==> config.mk <==
export PLATFORM = sky130hd
export DESIGN_NAME = pcu_top
export DESIGN_NICKNAME = d
export VERILOG_FILES = /design/src/rtl/pcu_pkg.sv /design/src/rtl/pcu_top.sv
export SDC_FILE = /design/constraint.sdc
export NUM_CORES = 1
export LEC_CHECK = 0
export BUFFER_PORTS_ARGS = -buffer_cell sky130_fd_sc_hd__buf_2
export CAP_MARGIN = 40
export CELL_PAD_IN_SITES_DETAIL_PLACEMENT = 1
export CELL_PAD_IN_SITES_GLOBAL_PLACEMENT = 2
export CORE_UTILIZATION = 45
export DETAILED_ROUTE_END_ITERATION = 10
export GPL_TIMING_DRIVEN = 0
export PLACE_DENSITY = 0.95
export SLEW_MARGIN = 30
export SYNTH_ARGS = -nofsm -noshare
export SYNTH_HDL_FRONTEND = slang
export SYNTH_HIERARCHICAL = 1
export SYNTH_SLANG_ARGS = --single-unit
==> constraint.sdc <==
create_clock -name clk -period 20.5 [get_ports clk]
set_clock_uncertainty 0.1 [all_clocks]
set_input_delay 4.1 -clock clk [delete_from_list [all_inputs] [get_ports clk]]
set_output_delay 4.1 -clock clk [all_outputs]
set_load 0.05 [all_outputs]
==> src/rtl/pcu_pkg.sv <==
`default_nettype none

package pcu_pkg;

	// Clock of the unit: 40 MHz, one cycle is 25 ns; the time base is given in these cycles.
	localparam int CLK_PERIOD_NS = 25;
	localparam int CLK_FREQ_HZ = 1000000000 / CLK_PERIOD_NS;

	// Data widths.
	localparam int CNT_W = 32;
	localparam int STAMP_W = 32;
	localparam int SAMPLE_W = CNT_W + STAMP_W;
	localparam int DIO_W = 32;
	localparam int TRIG_N = 8;
	localparam int SEQ_N = 4;
	localparam int GSEL_W = 6;
	localparam int CSEL_W = 7;
	localparam int MODE_W = 3;
	localparam int OP_W = 2;
	localparam int FIFO_DEPTH = 8;

	// Gate source codes: trigger pins from 0, sequencer triggers from 32.
	localparam logic [GSEL_W-1:0] GATE_TRIG_BASE = 6'h00;
	localparam logic [GSEL_W-1:0] GATE_SEQ_BASE = 6'h20;

	// Count source codes: digital I/O bits 0 to 31, trigger pins from 32, sequencer triggers from 64.
	localparam logic [CSEL_W-1:0] CNT_DIO_BASE = 7'h00;
	localparam logic [CSEL_W-1:0] CNT_TRIG_BASE = 7'h20;
	localparam logic [CSEL_W-1:0] CNT_SEQ_BASE = 7'h40;

	// Run modes.
	localparam logic [MODE_W-1:0] MODE_FREE = 3'h1;
	localparam logic [MODE_W-1:0] MODE_GATED_FREE = 3'h2;
	localparam logic [MODE_W-1:0] MODE_GATED = 3'h3;
	localparam logic [MODE_W-1:0] MODE_TAG = 3'h4;

	// Pair arithmetic codes.
	localparam logic [OP_W-1:0] OP_NONE = 2'h0;
	localparam logic [OP_W-1:0] OP_ADD = 2'h1;
	localparam logic [OP_W-1:0] OP_SUB = 2'h2;

	// Values after reset.
	localparam logic [CNT_W-1:0] CNT_RESET = 32'h00000000;
	localparam logic [STAMP_W-1:0] STAMP_RESET = 32'h00000000;
	localparam logic [SAMPLE_W-1:0] SAMPLE_RESET = 64'h0000000000000000;

	// State of the hold-off window in timestamping mode.
	typedef enum logic {
		TAG_IDLE,
		TAG_WINDOW
	} pcu_tag_e;

endpackage : pcu_pkg

`default_nettype wire

==> src/rtl/pcu_top.sv <==
// Behaviour
// Counting runs only while enabled; when disabled all outputs except the result stream read idle, and the stream still drains its buffered words.
// Gate codes 0-7 pick trigger pins, codes from 32 pick sequencer triggers.
// Count codes 0-31 pick I/O bits, 32 up trigger pins, 64 up sequencer triggers.
// With integrate set, results add into a running sum.
// Periodic mode clears the count at the start of each period.
// Periodic mode emits the period's count when the period ends.
// Gate-held periodic mode keeps count and timer cleared while the gate is low.
// Gate-held periodic mode emits only after a full period with the gate high.
// Windowed mode counts only between gate rising and falling edges.
// Windowed mode emits the count at each gate falling edge.
// Timestamping mode stamps the pulse that opens each hold-off window with its time.
// Pulses inside one hold-off window are summed and emitted at its end.
// The period sets both periodic intervals and the timestamping hold-off.
// Arithmetic code 0 passes, 1 adds, 2 subtracts the paired counter output.
// Rising-edge setting counts each low-to-high source transition.
// Falling-edge setting counts high-to-low transitions; both settings count both.
// Every result is held as latest value and pushed to the host stream, unless a full FIFO lets the next result overwrite it.
// Period is a whole number of clock cycles kept by a cycle counter.
// Selected sources are synchronised before edge detection.
`timescale 1ns/10ps
`default_nettype none

module pcu_fifo #(
	parameter int WIDTH = 64,
	parameter int DEPTH = 8
) (
	// Clock and reset.
	input wire logic clk,
	input wire logic resetn,
	// Filling side.
	input wire logic in_valid,
	output logic in_ready,
	input wire logic [WIDTH-1:0] in_data,
	// Draining side.
	output logic out_valid,
	input wire logic out_ready,
	output logic [WIDTH-1:0] out_data
);
	localparam int AW = $clog2(DEPTH);
	localparam logic [AW:0] FULL = (AW+1)'(DEPTH);

	logic [WIDTH-1:0] mem_r [DEPTH];
	logic [AW-1:0] wr_ptr_r;
	logic [AW-1:0] rd_ptr_r;
	logic [AW:0] fill_r;
	logic push;
	logic load;

	// The output stage is a register, so a word moves into it only when it is empty or being taken.
	assign in_ready = (fill_r != FULL);
	assign push = in_valid && in_ready;
	assign load = (fill_r != '0) && (!out_valid || out_ready);

	// Storage is written at the write index.
	always_ff @(posedge clk) begin
		if (push) begin
			mem_r[wr_ptr_r] <= in_data;
		end
	end

	// Pointers and fill level.
	always_ff @(posedge clk or negedge resetn) begin
		if (!resetn) begin
			wr_ptr_r <= '0;
			rd_ptr_r <= '0;
			fill_r <= '0;
		end else begin
			if (push) begin
				wr_ptr_r <= wr_ptr_r + 1'b1;
			end
			if (load) begin
				rd_ptr_r <= rd_ptr_r + 1'b1;
			end
			if (push && !load) begin
				fill_r <= fill_r + 1'b1;
			end else if (!push && load) begin
				fill_r <= fill_r - 1'b1;
			end
		end
	end

	// Output register holds a word until the drain takes it.
	always_ff @(posedge clk or negedge resetn) begin
		if (!resetn) begin
			out_valid <= 1'b0;
			out_data <= '0;
		end else if (load) begin
			out_valid <= 1'b1;
			out_data <= mem_r[rd_ptr_r];
		end else if (out_ready) begin
			out_valid <= 1'b0;
		end
	end

endmodule : pcu_fifo

module pcu_top (
	// Clock and reset.
	input wire logic clk,
	input wire logic resetn,
	// Signal sources.
	input wire logic [pcu_pkg::DIO_W-1:0] digital_io,
	input wire logic [pcu_pkg::TRIG_N-1:0] trigger_pin,
	input wire logic [pcu_pkg::SEQ_N-1:0] sequencer_trigger,
	// Settings.
	input wire logic counter_enable,
	input wire logic [pcu_pkg::GSEL_W-1:0] gate_source_select,
	input wire logic [pcu_pkg::CSEL_W-1:0] count_source_select,
	input wire logic accumulate_results,
	input wire logic [pcu_pkg::MODE_W-1:0] run_mode_select,
	input wire logic [pcu_pkg::OP_W-1:0] pair_arithmetic,
	input wire logic [pcu_pkg::CNT_W-1:0] time_base_length,
	input wire logic count_on_fall,
	input wire logic count_on_rise,
	// Paired counter.
	input wire logic [pcu_pkg::CNT_W-1:0] pair_result_in,
	output logic [pcu_pkg::CNT_W-1:0] pair_result_out_r,
	// Results.
	output logic [pcu_pkg::CNT_W-1:0] latest_result_r,
	output logic result_overrun_r,
	// Result stream.
	output logic result_stream_valid,
	input wire logic result_stream_ready,
	output logic [pcu_pkg::SAMPLE_W-1:0] result_stream_data
);
	import pcu_pkg::*;

	// Picks the count source from its select code; unknown codes read low.
	function automatic logic pick_count(input logic [CSEL_W-1:0] sel, input logic [DIO_W-1:0] dio,
		input logic [TRIG_N-1:0] trig, input logic [SEQ_N-1:0] seq);
		logic bit_v;
		bit_v = 1'b0;
		if (sel < CNT_TRIG_BASE) begin
			bit_v = dio[sel[4:0]];
		end else if (sel < CNT_TRIG_BASE + 7'(TRIG_N)) begin
			bit_v = trig[3'(sel - CNT_TRIG_BASE)];
		end else if (sel >= CNT_SEQ_BASE && sel < CNT_SEQ_BASE + 7'(SEQ_N)) begin
			bit_v = seq[2'(sel - CNT_SEQ_BASE)];
		end
		return bit_v;
	endfunction : pick_count

	// Picks the gate source from its select code; unknown codes read low.
	function automatic logic pick_gate(input logic [GSEL_W-1:0] sel, input logic [TRIG_N-1:0] trig,
		input logic [SEQ_N-1:0] seq);
		logic bit_v;
		bit_v = 1'b0;
		if (sel < GATE_TRIG_BASE + 6'(TRIG_N)) begin
			bit_v = trig[3'(sel - GATE_TRIG_BASE)];
		end else if (sel >= GATE_SEQ_BASE && sel < GATE_SEQ_BASE + 6'(SEQ_N)) begin
			bit_v = seq[2'(sel - GATE_SEQ_BASE)];
		end
		return bit_v;
	endfunction : pick_gate

	logic cnt_meta_r;
	logic cnt_sync_r;
	logic cnt_prev_r;
	logic gate_meta_r;
	logic gate_sync_r;
	logic gate_prev_r;
	logic cnt_evt;
	logic gate_rise;
	logic gate_fall;
	logic [CNT_W-1:0] timer_r;
	logic [CNT_W-1:0] period_last;
	logic at_end;
	logic [CNT_W-1:0] count_r;
	logic [CNT_W-1:0] count_inc;
	logic [STAMP_W-1:0] now_r;
	logic [STAMP_W-1:0] stamp_r;
	pcu_tag_e tag_state_r;
	logic emit_now;
	logic [CNT_W-1:0] emit_val;
	logic [STAMP_W-1:0] emit_stamp;
	logic [CNT_W-1:0] acc_r;
	logic [CNT_W-1:0] own_val;
	logic [CNT_W-1:0] final_val;
	logic emit_r;
	logic pend_valid_r;
	logic [SAMPLE_W-1:0] pend_data_r;
	logic fifo_in_ready;

	// Two-stage synchronisers and edge history for the selected sources.
	always_ff @(posedge clk or negedge resetn) begin
		if (!resetn) begin
			cnt_meta_r <= 1'b0;
			cnt_sync_r <= 1'b0;
			cnt_prev_r <= 1'b0;
			gate_meta_r <= 1'b0;
			gate_sync_r <= 1'b0;
			gate_prev_r <= 1'b0;
		end else begin
			cnt_meta_r <= pick_count(count_source_select, digital_io, trigger_pin, sequencer_trigger);
			cnt_sync_r <= cnt_meta_r;
			cnt_prev_r <= cnt_sync_r;
			gate_meta_r <= pick_gate(gate_source_select, trigger_pin, sequencer_trigger);
			gate_sync_r <= gate_meta_r;
			gate_prev_r <= gate_sync_r;
		end
	end

	// Count events from the chosen edges; a disabled unit sees none.
	assign cnt_evt = counter_enable && ((count_on_rise && cnt_sync_r && !cnt_prev_r)
		|| (count_on_fall && !cnt_sync_r && cnt_prev_r));
	assign gate_rise = gate_sync_r && !gate_prev_r;
	assign gate_fall = !gate_sync_r && gate_prev_r;

	// A zero period is taken as one cycle so the time base never stalls.
	assign period_last = (time_base_length == '0) ? '0 : time_base_length - 1'b1;
	assign at_end = (timer_r == period_last);
	assign count_inc = count_r + CNT_W'(cnt_evt);

	// Period timer, the cycle counter behind every time base.
	always_ff @(posedge clk or negedge resetn) begin
		if (!resetn) begin
			timer_r <= CNT_RESET;
		end else if (!counter_enable) begin
			timer_r <= CNT_RESET;
		end else begin
			unique case (run_mode_select)
				MODE_FREE: timer_r <= at_end ? CNT_RESET : timer_r + 1'b1;
				MODE_GATED_FREE: timer_r <= (!gate_sync_r || at_end) ? CNT_RESET : timer_r + 1'b1;
				MODE_TAG: timer_r <= (tag_state_r == TAG_WINDOW && !at_end) ? timer_r + 1'b1 : CNT_RESET;
				default: timer_r <= CNT_RESET;
			endcase
		end
	end

	// Hold-off window in timestamping mode: opened by a pulse, closed after one period.
	always_ff @(posedge clk or negedge resetn) begin
		if (!resetn) begin
			tag_state_r <= TAG_IDLE;
			stamp_r <= STAMP_RESET;
		end else if (!counter_enable || run_mode_select != MODE_TAG) begin
			tag_state_r <= TAG_IDLE;
		end else begin
			unique case (tag_state_r)
				TAG_IDLE: begin
					if (cnt_evt) begin
						tag_state_r <= TAG_WINDOW;
						stamp_r <= now_r;
					end
				end
				TAG_WINDOW: begin
					if (at_end) begin
						tag_state_r <= TAG_IDLE;
					end
				end
			endcase
		end
	end

	// Free-running time reference used for stamps.
	always_ff @(posedge clk or negedge resetn) begin
		if (!resetn) begin
			now_r <= STAMP_RESET;
		end else if (!counter_enable) begin
			now_r <= STAMP_RESET;
		end else begin
			now_r <= now_r + 1'b1;
		end
	end

	// Pulse count for each run mode.
	always_ff @(posedge clk or negedge resetn) begin
		if (!resetn) begin
			count_r <= CNT_RESET;
		end else if (!counter_enable) begin
			count_r <= CNT_RESET;
		end else begin
			unique case (run_mode_select)
				MODE_FREE: count_r <= at_end ? CNT_RESET : count_inc;
				MODE_GATED_FREE: count_r <= (!gate_sync_r || at_end) ? CNT_RESET : count_inc;
				MODE_GATED: begin
					if (gate_rise) begin
						count_r <= CNT_W'(cnt_evt);
					end else if (gate_sync_r) begin
						count_r <= count_inc;
					end
				end
				MODE_TAG: begin
					if (tag_state_r == TAG_IDLE) begin
						count_r <= CNT_W'(cnt_evt);
					end else begin
						count_r <= at_end ? CNT_RESET : count_inc;
					end
				end
				default: count_r <= CNT_RESET;
			endcase
		end
	end

	// Decides when a result leaves the counter and with what value and stamp.
	always_comb begin
		emit_now = 1'b0;
		emit_val = count_inc;
		emit_stamp = now_r;
		if (counter_enable) begin
			unique case (run_mode_select)
				MODE_FREE: emit_now = at_end;
				MODE_GATED_FREE: emit_now = gate_sync_r && at_end;
				MODE_GATED: begin
					emit_now = gate_fall;
					emit_val = count_r;
				end
				MODE_TAG: begin
					emit_now = (tag_state_r == TAG_WINDOW) && at_end;
					emit_stamp = stamp_r;
				end
				default: emit_now = 1'b0;
			endcase
		end
	end

	// Integration and pair arithmetic on the emitted value.
	assign own_val = accumulate_results ? acc_r + emit_val : emit_val;
	always_comb begin
		unique case (pair_arithmetic)
			OP_ADD: final_val = own_val + pair_result_in;
			OP_SUB: final_val = own_val - pair_result_in;
			default: final_val = own_val;
		endcase
	end

	// Result registers: running sum, own output for the pair, and the latest value.
	always_ff @(posedge clk or negedge resetn) begin
		if (!resetn) begin
			acc_r <= CNT_RESET;
			pair_result_out_r <= CNT_RESET;
			latest_result_r <= CNT_RESET;
			emit_r <= 1'b0;
		end else if (!counter_enable) begin
			acc_r <= CNT_RESET;
			pair_result_out_r <= CNT_RESET;
			latest_result_r <= CNT_RESET;
			emit_r <= 1'b0;
		end else begin
			emit_r <= emit_now;
			if (emit_now) begin
				acc_r <= own_val;
				pair_result_out_r <= own_val;
				latest_result_r <= final_val;
			end
		end
	end

	// One-word holding stage in front of the FIFO; a full FIFO stalls it, a second result overwrites.
	always_ff @(posedge clk or negedge resetn) begin
		if (!resetn) begin
			pend_valid_r <= 1'b0;
			pend_data_r <= SAMPLE_RESET;
			result_overrun_r <= 1'b0;
		end else begin
			if (emit_now) begin
				pend_valid_r <= 1'b1;
				pend_data_r <= {emit_stamp, final_val};
			end else if (fifo_in_ready) begin
				pend_valid_r <= 1'b0;
			end
			if (emit_now && pend_valid_r && !fifo_in_ready) begin
				result_overrun_r <= 1'b1;
			end else if (!counter_enable) begin
				result_overrun_r <= 1'b0;
			end
		end
	end

	// Stream buffer towards the host.
	pcu_fifo #(
		.WIDTH(SAMPLE_W),
		.DEPTH(FIFO_DEPTH)
	) u_stream_fifo (
		.clk(clk),
		.resetn(resetn),
		.in_valid(pend_valid_r),
		.in_ready(fifo_in_ready),
		.in_data(pend_data_r),
		.out_valid(result_stream_valid),
		.out_ready(result_stream_ready),
		.out_data(result_stream_data)
	);

	// Disabled unit holds the count and the result strobe idle.
	property p_disabled_idle;
		@(posedge clk) disable iff (!resetn)
		!counter_enable |=> (count_r == '0) && !emit_r && (latest_result_r == '0);
	endproperty
	a_disabled_idle: assert property (p_disabled_idle) else $error("disabled unit not idle");

	// Periodic mode restarts the count at the start of a period.
	property p_free_restart;
		@(posedge clk) disable iff (!resetn)
		counter_enable && run_mode_select == MODE_FREE && at_end ##1 run_mode_select == MODE_FREE
			|-> count_r == '0 && timer_r == '0;
	endproperty
	a_free_restart: assert property (p_free_restart) else $error("period did not restart count");

	// Periodic mode emits the period's count at its end.
	property p_free_emit;
		@(posedge clk) disable iff (!resetn)
		counter_enable && run_mode_select == MODE_FREE && at_end && !accumulate_results
			&& pair_arithmetic == OP_NONE |=> emit_r && latest_result_r == $past(count_inc);
	endproperty
	a_free_emit: assert property (p_free_emit) else $error("period count not emitted");

	// Low gate keeps count and timer cleared in gate-held periodic mode.
	property p_gate_low_clear;
		@(posedge clk) disable iff (!resetn)
		counter_enable && run_mode_select == MODE_GATED_FREE && !gate_sync_r |=> count_r == '0 && timer_r == '0;
	endproperty
	a_gate_low_clear: assert property (p_gate_low_clear) else $error("low gate did not clear");

	// Gate-held periodic results only follow a gate that was high.
	property p_gated_free_emit;
		@(posedge clk) disable iff (!resetn)
		emit_r && $past(run_mode_select) == MODE_GATED_FREE |-> $past(gate_sync_r, 1) && $past(gate_sync_r, 2);
	endproperty
	a_gated_free_emit: assert property (p_gated_free_emit) else $error("emit without a held gate");

	// Windowed mode freezes the count outside the gate window.
	property p_window_hold;
		@(posedge clk) disable iff (!resetn)
		counter_enable && run_mode_select == MODE_GATED && !gate_sync_r |=> count_r == $past(count_r);
	endproperty
	a_window_hold: assert property (p_window_hold) else $error("count changed outside gate");

	// Windowed mode emits at the gate falling edge.
	property p_window_emit;
		@(posedge clk) disable iff (!resetn)
		counter_enable && run_mode_select == MODE_GATED && gate_fall |=> emit_r;
	endproperty
	a_window_emit: assert property (p_window_emit) else $error("no result at gate fall");

	// A tag window lasts exactly one period and then emits.
	property p_tag_window;
		@(posedge clk) disable iff (!resetn)
		counter_enable && run_mode_select == MODE_TAG && tag_state_r == TAG_WINDOW && at_end
			|=> emit_r && tag_state_r == TAG_IDLE;
	endproperty
	a_tag_window: assert property (p_tag_window) else $error("hold-off window not closed");

	// A rising source edge adds exactly one count in the middle of a period.
	property p_rise_count;
		@(posedge clk) disable iff (!resetn)
		counter_enable && run_mode_select == MODE_FREE && count_on_rise && cnt_sync_r && !cnt_prev_r && !at_end
			|=> count_r == $past(count_r) + 1'b1;
	endproperty
	a_rise_count: assert property (p_rise_count) else $error("rising edge not counted");

	// Pair subtraction uses the paired counter's output.
	property p_pair_sub;
		@(posedge clk) disable iff (!resetn)
		emit_now && pair_arithmetic == OP_SUB |=> latest_result_r == pair_result_out_r - $past(pair_result_in);
	endproperty
	a_pair_sub: assert property (p_pair_sub) else $error("pair subtraction wrong");

	// Every result enters the holding stage on the next cycle.
	property p_stream_push;
		@(posedge clk) disable iff (!resetn)
		emit_now |=> pend_valid_r && pend_data_r[CNT_W-1:0] == latest_result_r;
	endproperty
	a_stream_push: assert property (p_stream_push) else $error("result not pushed to stream");

endmodule : pcu_top

`default_nettype wire

==> results.json <==
{
  "start_util": 0.456,
  "gp_congestion": 0.903,
  "drt-initial-drc-count": 2641,
  "clockRootBuffer": "clkbuf_16",
  "drt-pass1-iter-count": 5,
  "grt_pass1_wl_mm": 208,
  "internal_power_w": 0.00326,
  "register_area_um2": 23900,
  "startpoint_type": "primary input",
  "synth_top_area_share": 0.373,
  "synth_xor_area_frac": 0.0431,
  "clkTransAtPathRegs_ns": 0.06,
  "synthesis.nets": 3623,
  "cts_resized": 0,
  "final_layout_size_suffix_gt1_frac": 0.174,
  "synth_top_family_by_area": "simple AND/OR/NAND/NOR gates",
  "dieArea_um2": 92700,
  "rsz0062_at_grt": "false",
  "hold_viol": 0,
  "use_met1": 0.389,
  "muxShareOfSynthArea": 0.0976,
  "yosysUniqueCellTypes": 101,
  "place.port_buffers": 255,
  "synthSimpleGateAreaFrac": 0.118,
  "die_w_um": 305,
  "setup_violations": 0,
  "synth_edf_count": 512,
  "viasPerCell": 6.07,
  "relSlewSlack": 0.391,
  "p_seq_frac": 0.395,
  "seq_area_frac_synth": 0.580,
  "powerDensity_nw_per_um2": 104,
  "synthTopCellsByArea": "edfxtp_1 37%, dfrtp_1 21%, mux2i_1 7.4%, nand2_1 3.2%, xnor2_1 2.5%",
  "status": "complete, no violations",
  "yosys.cell_count.top_type": "edfxtp_1",
  "grt.total_usage": 0.297,
  "synthTopCellsByCount": "512 x edfxtp_1, 356 x nand2_1, 340 x dfrtp_1, 306 x mux2i_1, 202 x nor2_1",
  "clock.fmax_mhz": 79.3,
  "drv_slew": 0,
  "core_um2": 90300,
  "multiInputGateArea_um2": 16100,
  "wl_per_cell_um": 27.3,
  "cts.htree.levels": 3,
  "drv_cap": 0,
  "hold_ws_ns": 0.245,
  "routed_wl_mm": 139,
  "fin_crit_sh": 0.615,
  "cts_tree": "done",
  "syn_inst": 3414,
  "postCtsSetupBuffers": 0,
  "synth_ff_type": "edfxtp_1",
  "grt_max_degree": 78,
  "total_leakage_power_nw": 19.5,
  "vias": 30991,
  "p_sw_w": 0.00173,
  "antenna_found_initial": 13,
  "crit_type": "primary input to register",
  "finalNetCount": 4051,
  "power.total_w": 0.00498,
  "combPwrFrac": 0.272,
  "cp_max_fo": 10,
  "grtUsageMet2": 0.500,
  "num_rows": 110,
  "cts-hold-fix-buffers": 0,
  "hold_path.class": "register to register",
  "cpMaxStageDelayCell": "o41ai_1",
  "busiest_layer": "met2",
  "fp.dieH_um": 305,
  "crit_required_ns": 20.99,
  "grt_overflow": 0,
  "netlist_area_um2": 41200,
  "insertion_delay_ns": 0.66,
  "cp_data_arrival_time_ns": 13.10,
  "vdd_drop_max_mv": 0.0668,
  "syn_to_final_growth_pct": 16.5,
  "clockBufferDepth": 3,
  "cts_sinks": 852,
  "synth_area_leader_cell": "edfxtp_1",
  "crit_path_end_kind": "register",
  "fillCellCount": 9536,
  "synth-compound-area-share": 0.106,
  "ys_ff_latch": 852,
  "ant_nets": 0,
  "avgSynthCellArea_um2": 12.1,
  "ys_async_sr_fraction": 0.399,
  "grt_pass1_vias": 32429,
  "drc": 0,
  "synthAdderAreaFrac": 0.0239,
  "period_minus_slack_ns": 12.61,
  "num_io_pins": 263,
  "tightest_slew_ns": 0.914,
  "cts_made_buffers": 89,
  "slowest_delay_ns": 0.64,
  "yosys_warnings": 6,
  "dp_hpwl_mm": 99.5,
  "swShare": 0.347,
  "clock_power_share": 0.333,
  "use_met3": 0.0461,
  "setup_tns_ns": 0
}
cells by family after synthesis:
group | Yosys count
muxes | 374
buffers and inverters | 249
adders and majority gates | 77
DFF | 852
AOI/OAI and AO/OA | 653
xor gates and xnor gates | 198
and+or+nand+nor | 1011
through the flow:
stage | util | cells | setup slack, ns | cell area [µm²]
CTS | 0.530 | 5085 | 8.11 | 47900
floorplan | - | 3414 | 9.97 | 41200
detailed placement | 0.497 | 4919 | 7.48 | 44900
global placement | 0.487 | 4845 | 7.31 | 43900
global route | 0.531 | 5101 | 7.35 | 48000
finish | 0.531 | 5103 | 7.89 | 48000
critical path: cells and delay by family:
kind                       cells  cell delay [ns]
and+or+nand+nor               14             3.37
AOI/OAI and AO/OA             11             3.12
adders and majority gates      4             1.27
buffers and inverters          2             0.71
xor gates and xnor gates       2             0.49
power by group through the flow:
| stage | Clock, W | Combinational (W) | Sequential (W) |
|---|---|---|---|
| 3_5_place_dp | 0 | 0.00132 | 0.00200 |
| 4_1_cts | 0.00167 | 0.00134 | 0.00197 |
| 6_report | 0.00166 | 0.00136 | 0.00197 |
| 5_1_grt | 0.00173 | 0.00141 | 0.00197 |
| 2_1_floorplan | 0 | 0.000672 | 0.00220 |
| 3_3_place_gp | 0 | 0.00127 | 0.00199 |
state kept, by name, indices dropped and copies added (netlist names), 3 cells and up:
name,cells
stamp_r,32
u_stream_fifo/wr_ptr_r,3
u_stream_fifo/rd_ptr_r,3
u_stream_fifo/mem_r,512
u_stream_fifo/fill_r,4
acc_r,32
u_stream_fifo/out_data,64
latest_result_r,32
pend_data_r,64
count_r,32
timer_r,32
now_r,32
metal layers:
layer  share of wire  vias to the layer above
met1            0.41                    15771
met2            0.48                     1349
met5         0.00018                        -
li1                -                    13575
met4           0.037                        4
met3           0.074                      292
path summary, 6_finish.rpt:
kind	from	slack, ns	to	cells after the start
setup / recovery	counter_enable	7.89	latest_result_r[31]$_DFFE_PN0P_	33
hold / removal	gate_meta_r$_DFF_PN0_	0.24	gate_sync_r$_DFF_PN0_	0
setup reg to reg	cnt_sync_r$_DFF_PN0_	11.20	latest_result_r[31]$_DFFE_PN0P_	33
hold reg to reg	gate_meta_r$_DFF_PN0_	0.24	gate_sync_r$_DFF_PN0_	0
max in group asynchronous	resetn	15.67	now_r[1]$_DFF_PN0_	4
min in group asynchronous	resetn	3.22	u_stream_fifo/out_data[11]$_DFFE_PN0P_	1
cell type report:
class,count,share of cell area
Timing Repair Buffer,337,0.0467
Clock buffer,134,0.0539
Sequential cell,852,0.498
Multi-Input combinational cell,2313,0.335
Clock inverter,32,0.00811
Tap cell,1176,0.0307
Antenna cell,10,0.000522
Buffer,186,0.0217
Inverter,63,0.00493
cells in the final DEF, fill, tap and decap left out, types with 117 or more instances in the layout:
cell        n
dfrtp_1   340
nor2_1    198
a22oi_1   130
xnor2_1   117
nand2_1   356
edfxtp_1  512
mux2i_1   306
buf_2     321
nand3_1   138
a21oi_1   147
Note: power is estimated with default switching activity, not from simulation.
